**config.mk**
```make
export PLATFORM = sky130hd
export DESIGN_NAME = pp_port
export DESIGN_NICKNAME = d
export VERILOG_FILES = /design/src/design/pp_pkg.sv /design/src/design/pp_fifo.sv /design/src/design/pp_port.sv
export VERILOG_INCLUDE_DIRS = /design/src /design/src/design
export SDC_FILE = /design/constraint.sdc
export NUM_CORES = 1
export LEC_CHECK = 0
export ABC_AREA = 1
export BUFFER_PORTS_ARGS = -buffer_cell sky130_fd_sc_hd__buf_2
export CAP_MARGIN = 25
export CORE_ASPECT_RATIO = 0.8
export CORE_UTILIZATION = 64
export DETAILED_ROUTE_END_ITERATION = 6
export GPL_TIMING_DRIVEN = 1
export PLACE_DENSITY = 0.84
export SLEW_MARGIN = 20
export SYNTH_ARGS = -nofsm -noshare
export SYNTH_HDL_FRONTEND = slang
export SYNTH_SLANG_ARGS = --single-unit
```
**constraint.sdc**
```tcl
create_clock -name i_ref_clk -period 8.15 [get_ports i_ref_clk]
set_input_delay 0.4075 -clock i_ref_clk [delete_from_list [all_inputs] [get_ports i_ref_clk]]
set_output_delay 0.4075 -clock i_ref_clk [all_outputs]
set_load 0.01 [all_outputs]
```
**src/design/pp_params.svh**
```systemverilog
// constants for the parallel program/erase port
`ifndef PP_PARAMS_SVH
`define PP_PARAMS_SVH
`define PP_MODE_ADDR        2'b00
`define PP_MODE_DATA        2'b01
`define PP_MODE_CMD         2'b10
`define PP_MODE_IDLE        2'b11
`define PP_CMD_CHIP_ERASE   8'h80
`define PP_CMD_WRITE_FLASH  8'h10
`define PP_CMD_NONE         8'h00
`define PP_ADDR_RESET       8'h00
`define PP_FLASH_WORDS      1024
`define PP_EEPROM_BYTES     128
`define PP_ERASE_CYCLES     8
`define PP_FIFO_DEPTH       8
`endif

```
**src/design/pp_pkg.sv**
```systemverilog
// types for the parallel program/erase port
package pp_pkg;
    typedef enum logic [2:0] {
        ST_IDLE      = 3'b000,
        ST_ERASE_FL  = 3'b001,
        ST_ERASE_EE  = 3'b011,
        ST_UNLOCK    = 3'b010,
        ST_PROGRAM   = 3'b110
    } pp_state_t;
endpackage

```
**src/design/pp_fifo.sv**
```systemverilog
// small synchronous fifo for the page data path
`timescale 1ns/10ps
`default_nettype none
module pp_fifo #(
    parameter int WIDTH = 16,
    parameter int DEPTH = 8
) (
    input  wire logic             i_ref_clk,
    input  wire logic             i_resetn,
    input  wire logic [WIDTH-1:0] i_wr_data,
    input  wire logic             i_wr_valid,
    output logic                  o_wr_ready,
    output logic      [WIDTH-1:0] o_rd_data,
    output logic                  o_rd_valid,
    input  wire logic             i_rd_ready
);
    localparam int AW = $clog2(DEPTH);
    logic [WIDTH-1:0] mem [DEPTH];
    logic [AW-1:0]    wp_r;
    logic [AW-1:0]    rp_r;
    logic [AW:0]      cnt_r;
    logic             push;
    logic             pop;

    assign o_wr_ready = (cnt_r != (AW+1)'(DEPTH));
    assign o_rd_valid = (cnt_r != '0);
    assign push       = i_wr_valid && o_wr_ready;
    assign pop        = o_rd_valid && i_rd_ready;
    assign o_rd_data  = mem[rp_r];

    always_ff @(posedge i_ref_clk) begin
        if (push) begin
            mem[wp_r] <= i_wr_data;
        end
    end

    always_ff @(posedge i_ref_clk) begin
        if (!i_resetn) begin
            wp_r  <= '0;
            rp_r  <= '0;
            cnt_r <= '0;
        end else begin
            if (push) begin
                wp_r <= (wp_r == AW'(DEPTH-1)) ? '0 : wp_r + 1'b1;
            end
            if (pop) begin
                rp_r <= (rp_r == AW'(DEPTH-1)) ? '0 : rp_r + 1'b1;
            end
            cnt_r <= cnt_r + (AW+1)'(push) - (AW+1)'(pop);
        end
    end
endmodule // pp_fifo
`default_nettype wire

```
**src/design/pp_port.sv**
```systemverilog
// parallel programming port: command/address latch, chip erase, flash page write
`include "pp_params.svh"
// ---------------------------------------------------------------------------
// Functional notes
// - command and high address held for whole session; low address steps up per buffered word, stopping at 0xff
// - high address byte stays latched between windows
// - chip erase clears flash, eeprom, lock bits
// - lock bits released after flash fully erased
// - chip erase never alters fuse bits
// - mode 10 with byte select low loads command
// - data latched on load strobe rising edge
// - 0x80 decodes as chip erase
// - write strobe low pulse starts erase, busy low
// - eeprom preserve fuse keeps eeprom on erase
// - 0x10 decodes as write flash
// - mode 00 loads an address byte
// - byte select low targets low address byte
// - flash data buffered per page, then programmed
// ---------------------------------------------------------------------------
`timescale 1ns/10ps
`default_nettype none
module pp_port #(
    parameter int FLASH_WORDS  = `PP_FLASH_WORDS,
    parameter int EEPROM_BYTES = `PP_EEPROM_BYTES,
    parameter int PAGE_WORDS   = `PP_FIFO_DEPTH,
    parameter int ERASE_CYCLES = `PP_ERASE_CYCLES
) (
    input  wire logic        i_ref_clk,
    input  wire logic        i_resetn,
    input  wire logic        i_action_select_high,
    input  wire logic        i_action_select_low,
    input  wire logic        i_byte_select,
    input  wire logic        i_load_strobe,
    input  wire logic        i_write_strobe_n,
    input  wire logic [7:0]  i_data,
    input  wire logic        i_eeprom_preserve_fuse,
    input  wire logic [7:0]  i_fuse_bits,
    output logic             o_ready_busy_n,
    output logic      [7:0]  o_command,
    output logic      [7:0]  o_addr_low,
    output logic      [7:0]  o_addr_high,
    output logic             o_lock_bits_set,
    output logic             o_flash_erased,
    output logic             o_eeprom_erased,
    output logic      [7:0]  o_fuse_bits,
    output logic             o_page_written,
    output logic      [15:0] o_page_word
);
    // -----------------------------------------------------------------------
    // pin synchronisers
    // -----------------------------------------------------------------------
    // every pin but i_fuse_bits is asynchronous to i_ref_clk, so all of them pass two flops
    logic [12:0] sync1_r;
    logic [12:0] sync2_r;
    logic        load_d_r;
    logic        wr_d_r;
    always_ff @(posedge i_ref_clk) begin
        if (!i_resetn) begin
            sync1_r <= 13'h0c00;
            sync2_r <= 13'h0c00;
        end else begin
            sync1_r <= {i_load_strobe, i_write_strobe_n, i_eeprom_preserve_fuse,
                        i_action_select_high, i_action_select_low, i_byte_select,
                        i_data[6:0]} & 13'h1fff;
            sync2_r <= sync1_r;
        end
    end
    // msb of data carried in its own pair to keep the vector readable
    logic data7_1_r;
    logic data7_2_r;
    always_ff @(posedge i_ref_clk) begin
        if (!i_resetn) begin
            data7_1_r <= 1'b0;
            data7_2_r <= 1'b0;
        end else begin
            data7_1_r <= i_data[7];
            data7_2_r <= data7_1_r;
        end
    end

    logic       load_s;
    logic       wr_n_s;
    logic       keep_ee_s;
    logic [1:0] mode_s;
    logic       bsel_s;
    logic [7:0] data_s;
    assign load_s    = sync2_r[12];
    assign wr_n_s    = sync2_r[11];
    assign keep_ee_s = sync2_r[10];
    assign mode_s    = sync2_r[9:8];
    assign bsel_s    = sync2_r[7];
    assign data_s    = {data7_2_r, sync2_r[6:0]};

    always_ff @(posedge i_ref_clk) begin
        if (!i_resetn) begin
            load_d_r <= 1'b0;
            wr_d_r   <= 1'b1;
        end else begin
            load_d_r <= load_s;
            wr_d_r   <= wr_n_s;
        end
    end

    logic load_rise;
    logic wr_fall;
    assign load_rise = load_s && !load_d_r;
    assign wr_fall   = !wr_n_s && wr_d_r;

    // -----------------------------------------------------------------------
    // state
    // -----------------------------------------------------------------------
    pp_pkg::pp_state_t state_r;
    pp_pkg::pp_state_t state_nxt;
    logic [15:0]       cnt_r;
    logic              busy;
    assign busy = (state_r != pp_pkg::ST_IDLE);

    // -----------------------------------------------------------------------
    // command and address latches
    // -----------------------------------------------------------------------
    // strobes are ignored while busy; the programmer must wait anyway
    logic [7:0] cmd_r;
    logic [7:0] addr_lo_r;
    logic [7:0] addr_hi_r;
    logic [7:0] data_lo_r;
    logic       word_push;
    always_ff @(posedge i_ref_clk) begin
        if (!i_resetn) begin
            cmd_r <= `PP_CMD_NONE;
        end else if (load_rise && !busy && mode_s == `PP_MODE_CMD && !bsel_s) begin
            cmd_r <= data_s;
        end
    end

    always_ff @(posedge i_ref_clk) begin
        if (!i_resetn) begin
            addr_lo_r <= `PP_ADDR_RESET;
            addr_hi_r <= `PP_ADDR_RESET;
        end else if (load_rise && !busy && mode_s == `PP_MODE_ADDR) begin
            if (!bsel_s) begin
                addr_lo_r <= data_s;
            end else begin
                addr_hi_r <= data_s;
            end
        end else if (word_push && addr_lo_r != 8'hff) begin
            addr_lo_r <= addr_lo_r + 8'h01;
        end
    end

    // -----------------------------------------------------------------------
    // page data path
    // -----------------------------------------------------------------------
    logic        fifo_ready;
    logic        fifo_valid;
    logic [15:0] fifo_data;
    logic        byte_hi_r;
    logic        is_write;
    assign is_write  = (cmd_r == `PP_CMD_WRITE_FLASH);
    // a high byte right after another high byte is dropped rather than paired with stale data
    assign word_push = load_rise && !busy && is_write && mode_s == `PP_MODE_DATA
                       && bsel_s && !byte_hi_r && fifo_ready;

    always_ff @(posedge i_ref_clk) begin
        if (!i_resetn) begin
            data_lo_r <= 8'h00;
            byte_hi_r <= 1'b0;
        end else if (load_rise && !busy && is_write && mode_s == `PP_MODE_DATA) begin
            if (!bsel_s) begin
                data_lo_r <= data_s;
            end
            byte_hi_r <= bsel_s;
        end
    end

    // a full fifo drops the strobe; depth equals one page so this marks page end
    pp_fifo #(
        .WIDTH (16),
        .DEPTH (PAGE_WORDS)
    ) u_page (
        .i_ref_clk  (i_ref_clk),
        .i_resetn   (i_resetn),
        .i_wr_data  ({data_s, data_lo_r}),
        .i_wr_valid (word_push),
        .o_wr_ready (fifo_ready),
        .o_rd_data  (fifo_data),
        .o_rd_valid (fifo_valid),
        .i_rd_ready (state_r == pp_pkg::ST_PROGRAM)
    );

    // -----------------------------------------------------------------------
    // sequencer
    // -----------------------------------------------------------------------
    logic erase_go;
    logic prog_go;
    assign erase_go = wr_fall && cmd_r == `PP_CMD_CHIP_ERASE;
    assign prog_go  = wr_fall && is_write && fifo_valid;

    always_comb begin
        state_nxt = state_r;
        case (state_r)
            pp_pkg::ST_IDLE: begin
                if (erase_go) begin
                    state_nxt = pp_pkg::ST_ERASE_FL;
                end else if (prog_go) begin
                    state_nxt = pp_pkg::ST_PROGRAM;
                end
            end
            pp_pkg::ST_ERASE_FL: begin
                if (cnt_r == 16'(ERASE_CYCLES - 1)) begin
                    state_nxt = keep_ee_s ? pp_pkg::ST_UNLOCK
                                          : pp_pkg::ST_ERASE_EE;
                end
            end
            pp_pkg::ST_ERASE_EE: begin
                if (cnt_r == 16'(ERASE_CYCLES - 1)) begin
                    state_nxt = pp_pkg::ST_UNLOCK;
                end
            end
            pp_pkg::ST_UNLOCK: begin
                state_nxt = pp_pkg::ST_IDLE;
            end
            pp_pkg::ST_PROGRAM: begin
                if (!fifo_valid) begin
                    state_nxt = pp_pkg::ST_IDLE;
                end
            end
            default: begin
                state_nxt = pp_pkg::ST_IDLE;
            end
        endcase
    end

    always_ff @(posedge i_ref_clk) begin
        if (!i_resetn) begin
            state_r <= pp_pkg::ST_IDLE;
        end else begin
            state_r <= state_nxt;
        end
    end

    always_ff @(posedge i_ref_clk) begin
        if (!i_resetn || state_nxt != state_r) begin
            cnt_r <= 16'h0000;
        end else begin
            cnt_r <= cnt_r + 16'h0001;
        end
    end

    // -----------------------------------------------------------------------
    // memory condition flags
    // -----------------------------------------------------------------------
    // lock bits set by reset as a stand-in for a locked part
    logic lock_r;
    logic fl_erased_r;
    logic ee_erased_r;
    logic page_wr_r;
    logic [15:0] word_r;
    always_ff @(posedge i_ref_clk) begin
        if (!i_resetn) begin
            lock_r <= 1'b1;
        end else if (state_r == pp_pkg::ST_UNLOCK) begin
            lock_r <= 1'b0;
        end
    end

    always_ff @(posedge i_ref_clk) begin
        if (!i_resetn) begin
            fl_erased_r <= 1'b0;
            ee_erased_r <= 1'b0;
        end else begin
            if (state_r == pp_pkg::ST_ERASE_FL && state_nxt != state_r) begin
                fl_erased_r <= 1'b1;
            end else if (state_r == pp_pkg::ST_PROGRAM) begin
                fl_erased_r <= 1'b0;
            end
            if (state_r == pp_pkg::ST_ERASE_EE && state_nxt != state_r) begin
                ee_erased_r <= 1'b1;
            end
        end
    end

    always_ff @(posedge i_ref_clk) begin
        if (!i_resetn) begin
            page_wr_r <= 1'b0;
            word_r    <= 16'h0000;
        end else begin
            page_wr_r <= (state_r == pp_pkg::ST_PROGRAM) && fifo_valid;
            if (state_r == pp_pkg::ST_PROGRAM && fifo_valid) begin
                word_r <= fifo_data;
            end
        end
    end

    // -----------------------------------------------------------------------
    // outputs
    // -----------------------------------------------------------------------
    assign o_ready_busy_n  = !busy;
    assign o_command       = cmd_r;
    assign o_addr_low      = addr_lo_r;
    assign o_addr_high     = addr_hi_r;
    assign o_lock_bits_set = lock_r;
    assign o_flash_erased  = fl_erased_r;
    assign o_eeprom_erased = ee_erased_r;
    assign o_fuse_bits     = i_fuse_bits;
    assign o_page_written  = page_wr_r;
    assign o_page_word     = word_r;
endmodule // pp_port
`default_nettype wire

```
Word-level counts from Yosys, hierarchy flattened:

Memory sizes are Yosys's and may differ from the RTL's. A register that Yosys moved wholly into a read port is not among the register bits.
Index checks and enable logic that the tools add are counted.

* register bits after elaboration: 96
* memory bits (writable): 128
* memories: 1
* word-level logic and storage cells: 95
* output and inout port bits: 53

* eq/ne operators: 15
* bitwise logic cells: 1
* muxes and demuxes: 16
* add/subtract/negate cells: 6
* reduce and logical (&&, ||, !) cells: 36

Memory list
* u_page.mem: words 8, width 16, rd ports 1, clocked after memory_dff 1, write ports 1, RTL line pp_fifo.sv:18 `logic [WIDTH-1:0] mem [DEPTH];`

Operator list (number)
* 8-bit 2-to-1 mux: 3
* 3-bit 2-to-1 mux: 7
* 1-bit logical AND: 19
* 16-bit by 1-bit adder with 16-bit output, second input constant: 1
* 16-bit by 3-bit equality test with 1-bit output, second input constant: 1
* 3-bit one-hot mux with 4 select lines: 1
* 3-bit equality test, second input constant: 3
* 8-bit by 1-bit adder with 8-bit output, second input constant: 1
* 8-bit by 5-bit equality test with 1-bit output, second input constant: 1
* 8-bit equality test, second input constant: 1
* 8-bit inequality test, second input constant: 1
* 1-bit logical NOT: 7
* 3-bit by 1-bit adder with 3-bit output, second input constant: 2
* 3-bit by 2-bit equality test with 1-bit output, second input constant: 2
* 2-bit AND reduction: 3
* 1-bit 2-to-1 mux: 5
* 4-bit by 1-bit adder with 4-bit output: 1
* 4-bit inequality test, second input constant: 1
* 2-bit nonzero test: 2
* 4-bit nonzero test: 1
* 4-bit by 1-bit subtractor with 4-bit output: 1
* 3-bit by 1-bit equality test with 1-bit output, second input constant: 1
* 3-bit logical NOT: 1
* 3-bit inequality test: 1
* 7 further kinds: 7

Depth between registers and ports, before layout:

Gate-level depths: netlist (run 1).

* depth in word-level cells: 11
* mapped depth: 14

By module:

From an unflattened synthesis (run 1), not the netlist that was laid out.

* cell total of the unflattened synthesis: 1174
* area total of the unflattened synthesis: 10435.0 sq um

By module, submodules not included
* pp_fifo: area an instance 6332.3 sq um, instances 1, cells each 650
* pp_port: area an instance 4102.7 sq um, instances 1, cells each 524

Least setup slack after synthesis (run 1):

OpenSTA, ideal clock, no wires.

* kind: register to register
* start: register state_r[2]
* end: memory u_page.mem[5][0], enable pin
* period minus slack after synthesis: 2.819 ns
* setup time: 0.409 ns
* path slack: 5.331 ns
* arrival time: 2.410 ns
* data required time: 7.741 ns
* cell stages (with the launch flop): 12
* path through: dfxtp_1 > nor2_1 > nand2_1 > inv_2 > nand2_1 > nor3_2 > nand2_2 > inv_2 > nand2_2 > inv_2 > nand2_1 > nor3_1

* longest elaborated chain between the ends: 11

RTL lines
* from (decl): RTL line pp_port.sv:112 `pp_pkg::pp_state_t state_r;`
* from (signal assigned): RTL line pp_port.sv:235 `state_r <= pp_pkg::ST_IDLE;`
* from (signal assigned): RTL line pp_port.sv:237 `state_r <= state_nxt;`
* 3-bit nonzero test: RTL line pp_port.sv:116 `assign busy = (state_r != pp_pkg::ST_IDLE);`
* 1-bit logical NOT
* net o_ready_busy_n: RTL line pp_port.sv:38 `output logic o_ready_busy_n,`
* 1-bit logical AND (2 in a row): RTL line pp_port.sv:160 `` assign word_push = load_rise && !busy && is_write && mode_s == `PP_MODE_DATA ``
* 1-bit logical AND (no source line)
* 1-bit logical AND (3 in a row): RTL line pp_port.sv:160
* 1-bit logical AND: RTL line pp_fifo.sv:27 `assign push = i_wr_valid && o_wr_ready;`
* net u_page.push: RTL line pp_fifo.sv:22 `logic push;`
* 1-bit 2-to-1 mux: RTL line pp_fifo.sv:32 `if (push) begin`
* 1-bit 2-to-1 mux (implied by the code): RTL line pp_fifo.sv:33 `mem[wp_r] <= i_wr_data;`
* to (decl): RTL line pp_fifo.sv:18

The timed path passes the listed nets, and every way through them passes these cells.

Worst setup path in the final report (run 1):

* start: register state_r[2]
* end: memory u_page.mem[1][8], enable pin

* longest elaborated chain between the ends: 11

RTL lines (RTL line)
* 3-bit nonzero test: pp_port.sv:116
* 1-bit logical NOT: pp_port.sv:160
* 1-bit logical AND (2 in a row): pp_port.sv:160
* 1-bit logical AND (no source line)
* 1-bit logical AND (3 in a row): pp_port.sv:160
* 1-bit logical AND: pp_fifo.sv:27
* net u_page.push: pp_fifo.sv:22
* 1-bit 2-to-1 mux: pp_fifo.sv:32
* 1-bit 2-to-1 mux (implied by the code): pp_fifo.sv:33

The timed path passes the listed nets, and every way through them passes these cells.

==> results.yml, run 1 <==
place:
  place_ws_ns: 5.55
  dp_hpwl_um: 12200
  place.gp.congestion: 0.858
  port_buffers: 60
sta:
  skew_ns: 0.0177
  tns_ns: 0
  fmax_ghz: 0.380
  fin_crit_sh_pct: 32.3
  fin_ws_ns: 5.52
  max_slew.worst_pin.slew_ns: 0.974
  drv_slew: 0
  final_hold_viol_count: 0
  setup_viol: 0
  relSlewSlack_pct: 35.1
  rsz0062_at_grt: "no"
  fin_crit_ns: 2.63
worst_setup_path:
  max_stage_delay_ns: 0.58
  worstPathCellList: "nor2_1 -> nand2_1 -> inv_2 -> nand2_1 -> nor3_2 -> nand2_2 -> inv_2 -> nand2_2 -> inv_2 -> nand2_1 -> nor2_1 -> buf_4"
  slowest_stage: "nor2_1"
  critPathLaunch: "state_r[2]"
  cpLargestDelayFamily: "simple AND/OR/NAND/NOR gates"
  r2r_start: "state_r[2]"
  end_kind: "register"
  cp.required_ns: 8.36
  crit_arrival_ns: 2.84
  criticalPathCategory: "reg -> reg"
  path_max_fanout: 7
  critPathBufInv: 4
  start_kind: "register"
global_routing:
  antenna_found_initial: 0
  grt_first_pass_wirelength_um: 32100
  grt_use_total_pct: 27.5
  grt_max_degree: 67
  grt-ovfl-total: 0
  grt_pass1_vias: 6273
detailed_routing:
  drt_pass1_iterations: 6
  vias_per_cell: 5.80
  drc: 0
  wl_per_cell_um: 17.8
  vias: 6565
  wirelength_um: 20100
  drt_iter0_drc: 752
  ant_nets: 0
synthesis:
  yosys-top-cells-area: "edfxtp_1 41%, dfxtp_1 24%, nor2_1 5.3%, nand2_1 4.0%, o21ai_0 3.4%"
  ys.flop_type: "edfxtp_1"
  netlist_area_um2: 9420
  synth_most_common_cell: "nor2_1"
  synth_common_cells: "132 x nor2_1, 128 x edfxtp_1, 112 x dfxtp_1"
  synth_top_area_cell: "edfxtp_1"
  synth_top_area_share_pct: 40.8
  ys_seq_area_share_pct: 64.6
  synth_warnings: 0
  syn_nets: 920
  avgSynthCellArea_um2: 10.7
  yosysUniqueCellTypes: 41
  ys_ff_latch: 240
  ys_async_sr_fraction_pct: 0
  synth-edff-count: 128
  syn_inst: 883
clock_tree:
  clk_pin_slew_ns: 0.06
  clock_sinks: 240
  post-cts-setup-buffers: 0
  tritoncts: "done"
  cts_resized: 0
  clock_path_buffers: 3
  htree_levels: 1
  insertion_delay_ns: 0.51
  cts_buffers: 22
  cts.root.buffer_cell: "clkbuf_16"
  cts_hold_buf: 0
cells_and_area:
  nets: 969
  areaGrowthSynthToFinish_pct: 12.3
  drive_gt1_share_pct: 15.6
  diodes: 0
floorplanning:
  ios: 77
  fp.dieH_um: 110
  core-area_um2: 14300
  die_w_um: 138
  initial_core_util_pct: 65.9
  row_count: 39
  dieArea_um2: 15200
flow_run:
  drv_cap: 0
power_and_ir_drop:
  power.total_mw: 2.37
  power_density_nw_per_um2: 224
  leakagePower_nw: 4.02
  worst_ir_drop_vdd_mv: 0.191
hold_path:
  min_from: "i_data[0]"
  hold_class: "in -> reg"
run_status:
  outcome: "completed"
==> layout by cell type (no fill, tap or decap), drive strengths merged, types with 3 or more instances in the layout <==
master | synthesis | layout
o211ai | 16 | 16
or2 | 8 | 8
clkbuf | 29 | 33
nor3 | 12 | 12
xnor2 | 3 | 3
ha | 12 | 12
clkinv | 0 | 4
inv | 78 | 78
nand3 | 24 | 24
edfxtp | 128 | 128
buf | 20 | 74
o221ai | 16 | 16
nor2 | 144 | 144
nand2 | 104 | 104
mux2i | 16 | 16
a21oi | 54 | 54
nand4 | 6 | 6
o21ai | 64 | 64
xor2 | 9 | 9
a31oi | 3 | 3
o32ai | 16 | 16
dfxtp | 112 | 112
==> layout make-up <==
cell class,count,area (um2)
sequential,240,6090
fill,974,3730
multi-input combinational,516,2810
clock buffer,33,663
timing repair buffer,74,405
inverter,78,293
tap,184,230
clock inverter,6,80.1
==> layer usage <==
layer / vias to the layer above / routed length (um) / global-route usage [%]
met4: 0 / 374 / 7.40
met1: 3134 / 8690 / 38.2
met2: 270 / 9540 / 44.7
met5: - / 0 / 0
li1: 3124 / - / -
met3: 37 / 1530 / 4.73
==> per-stage QoR <==
stage | hold WS (ns) | cell area [um2] | cells | util (%)
after global placement | 0.394 | 9830 | 1092 | 68.7
after detailed placement | 0.397 | 9830 | 1092 | 68.7
after CTS | 0.0739 | 10600 | 1131 | 73.9
after global routing | 0.0858 | 10600 | 1131 | 73.9
final | 0.0862 | 10600 | 1131 | 73.9
after floorplan | 0.390 | 9420 | 883 | -
==> worst paths after layout <==
| check | to | slack, ns | cells past startpoint |
|---|---|---|---|
| max | u_page.mem[1][8] | 5.52 | 12 |
| min reg2reg | sync2_r[1] | 0.41 | 2 |
| min | sync1_r[0] | 0.09 | 3 |
| max reg2reg | u_page.mem[1][8] | 5.52 | 12 |
==> power breakdown <==
group	total, mW	internal, mW	switching (mW)
combinational	0.0396	0.0137	0.0259
sequential	1.29	1.27	0.0111
clock	1.05	0.625	0.421
==> worst reg2reg max path, cell delays in order, from the launching register on <==
cell     delay, ns
dfxtp_1       0.37
nor2_1        0.14
nand2_1       0.09
inv_2         0.08
nand2_1       0.08
nor3_2        0.18
nand2_2       0.13
inv_2         0.09
nand2_2       0.08
inv_2         0.11
nand2_1       0.14
nor2_1        0.58
buf_4         0.29
==> cell families after synthesis <==
group	count (synthesis)	share of synthesized area [%]
AO/OA/AOI/OAI	176	11.4
XOR/XNOR	12	1.12
adder cells (fa/ha/maj)	13	1.81
buffers and inverters	127	5.62
flip-flops	240	64.6
multiplexers	16	1.70
AND/OR/NAND/NOR	299	13.7
==> state kept, by name, indices dropped and copies added (netlist names), 13 cells and up <==
name / flops
cnt_r: 16
o_page_word: 16
sync1_r: 13
sync2_r: 13
u_page.mem: 128
No activity file was read; power rests on OpenSTA's default activity.
==> run 2, diff against run 1 <==
ABC_AREA = 0   (was 1)
CORE_UTILIZATION = 53   (was 64)
PLACE_DENSITY = 0.75   (was 0.84)
clock period = 2.2 ns   (was 8.15 ns; I/O delays follow)
==> results.yml, run 2 <==
sta:
  fmax_ghz: 0.440
  fin_ws_ns: -0.0734
  max_slew.worst_pin.slew_ns: 0.662
  fin_crit_ns: 2.27
  fin_crit_sh_pct: 103
  drv_slew: 0
  tns_ns: -3.24
  setup_viol: 72
  relSlewSlack_pct: 55.8
  rsz0062_at_grt: "yes"
  final_hold_viol_count: 0
  skew_ns: 0.0189
global_routing:
  met3_usage_pct: 3.76
  grt_first_pass_wirelength_um: 30900
  antenna_found_initial: 0
  grt_use_met2_pct: 38.6
  globalRouteMet1Util_pct: 28.8
  grt_pass1_vias: 5969
  grt-ovfl-total: 0
  grt_use_total_pct: 22.3
  grt_max_degree: 41
  grt_most_used_layer: "met2"
synthesis:
  synth_top_area_share_pct: 40.7
  netlist_area_um2: 9430
  synth-edff-count: 128
  avgSynthCellArea_um2: 13.7
  syn_inst: 689
  ys_ff_latch: 240
  synth_top_area_cell: "edfxtp_1"
  ys_async_sr_fraction_pct: 0
  synth_most_common_cell: "edfxtp_1"
  yosys-top-cells-area: "edfxtp_1 41%, dfxtp_1 24%, mux4_2 7.6%, mux2i_1 2.9%, nand2_1 2.1%"
  ys.flop_type: "edfxtp_1"
  synth_warnings: 0
  synth_common_cells: "128 x edfxtp_1, 112 x dfxtp_1, 54 x nand2_1, 54 x nor2_1, 32 x mux4_2"
  syn_nets: 726
  yosysUniqueCellTypes: 59
  ys_seq_area_share_pct: 64.5
power_and_ir_drop:
  power_density_nw_per_um2: 785
  pwr-share-comb_pct: 1.9
  leakagePower_nw: 4.12
  p_clk_share_pct: 46.3
  p_int_mw: 7.40
  worst_ir_drop_vdd_mv: 0.910
  swShare_pct: 19.6
  power.total_mw: 9.20
  p_sw_mw: 1.80
  pwr-share-seq_pct: 51.8
clock_tree:
  clk_pin_slew_ns: 0.07
  clock_path_buffers: 3
  cts.root.buffer_cell: "clkbuf_16"
  cts_buffers: 24
  clock_sinks: 240
  insertion_delay_ns: 0.52
  tritoncts: "done"
  htree_levels: 1
cells_and_area:
  final_util_pct: 67.4
  largest_register: "u_page.mem"
  stdcell_count: 1045
  final_common_cell: "edfxtp_1"
  final_cell_mix: "128 x edfxtp_1, 109 x dfxtp_1, 60 x buf_2"
  largest_reg_flops: 128
  diodes: 0
  drive_gt1_share_pct: 28.0
  nets: 839
  areaGrowthSynthToFinish_pct: 24.2
worst_setup_path:
  end_kind: "register"
  crit_arrival_ns: 2.49
  path_max_fanout: 8
  cp.required_ns: 2.42
  criticalPathCategory: "reg -> reg"
  start_kind: "register"
floorplanning:
  row_count: 43
  die_w_um: 151
  ios: 77
  initial_core_util_pct: 54.3
  dieArea_um2: 18300
  core-area_um2: 17400
  fp.dieH_um: 121
place:
  dpl.cell_count: 970
  dp_hpwl_um: 11800
  port_buffers: 60
  place.gp.congestion: 0.855
detailed_routing:
  drt_pass1_iterations: 5
  vias: 5941
  drc: 0
  wl_per_cell_um: 19.1
  vias_per_cell: 5.69
  drt_iter0_drc: 342
  ant_nets: 0
  wirelength_um: 20000
run_status:
  outcome: "complete, but fails checks"
  violations: "negative setup slack"
hold_path:
  hold_class: "in -> out"
flow_run:
  drv_cap: 0
[run 2: cell count changes after synthesis, moves of 11 or more]
cell      before  now
a21oi_1       54   29
o221ai_1      16    0
a211oi_1       2   17
o211ai_1      16    1
nand2_1      100   54
nor2_1       132   54
inv_1         71   13
mux2i_1       16   27
clkbuf_1      29   16
o32ai_1       16    0
mux4_2         0   32
and2_1         0   29
o21ai_0       64    6
[run 2: final timing paths]
kind / from / to / slack, ns / depth (start not counted)
worst max register to register: u_page.cnt_r[3] / u_page.mem[5][5] / -0.07 / 9
worst min-delay path: i_fuse_bits[2] / o_fuse_bits[2] / 0.22 / 0
worst max-delay path: u_page.cnt_r[3] / u_page.mem[5][5] / -0.07 / 9
worst min register to register: sync1_r[11] / sync2_r[11] / 0.42 / 1
[run 2: power groups by stage]
stage	Combinational [mW]	Sequential (mW)	Clock, mW
floorplan	0.107	4.84	0
global placement	0.135	4.86	0
detailed placement	0.141	4.86	0
CTS	0.166	4.76	4.33
global route	0.188	4.76	4.49
finish	0.174	4.76	4.26
[run 2: cell type report]
| type | count | area (um2) |
|---|---|---|
| clock buffer | 34 | 743 |
| clock inverter | 10 | 101 |
| fill | 1184 | 5660 |
| inverter | 14 | 62.6 |
| multi-input combinational | 396 | 3320 |
| sequential | 240 | 6090 |
| tap | 225 | 282 |
| timing repair buffer | 126 | 1120 |
[run 2: logic make-up after synthesis]
kind of cell    synth area share (%)
simple gates                    13.8
flops                           64.5
fa+ha+maj                       1.80
buf+inv                         2.79
compound gates                  5.15
xor+xnor                        1.49
mux                             10.5
[run 2: repair_timing]
| action | CTS | global route |
|---|---|---|
| setup endpoints to repair | 99 | 110 |
| hold buffers | 17 | 0 |
| buffers inserted | 7 | 3 |
| gates cloned | 2 | 2 |
| endpoints found under the hold margin | 18 | 0 |
| gates resized for setup | 13 | 15 |
| pin swaps | 5 | 15 |
[run 2: per-layer routing]
metal  up-vias  share of wire [%]
li1       2760                  -
met1      2918                 41
met2       222                 50
met3        41                6.4
met4         0                2.4
met5         -                  0
[run 2: critical path, cell delays in order, from the launching register on]
cell	delay, ns
dfxtp_2	0.33
buf_6	0.11
ha_4	0.14
a311o_1	0.39
nor4_4	0.22
buf_6	0.19
nand2_8	0.07
nor3b_4	0.22
buf_12	0.16
buf_16	0.14
[run 2: through the flow]
| step | instance area, um2 | worst slack, ns | hold slack, ns |
|---|---|---|---|
| after floorplan | 9580 | -0.245 | 0.211 |
| after detailed placement | 10400 | -0.0921 | 0.220 |
| after CTS | 11600 | -0.0842 | 0.220 |
| after global placement | 10400 | -0.0412 | 0.220 |
| after global routing | 11700 | -0.151 | 0.220 |
| final | 11700 | -0.0734 | 0.220 |
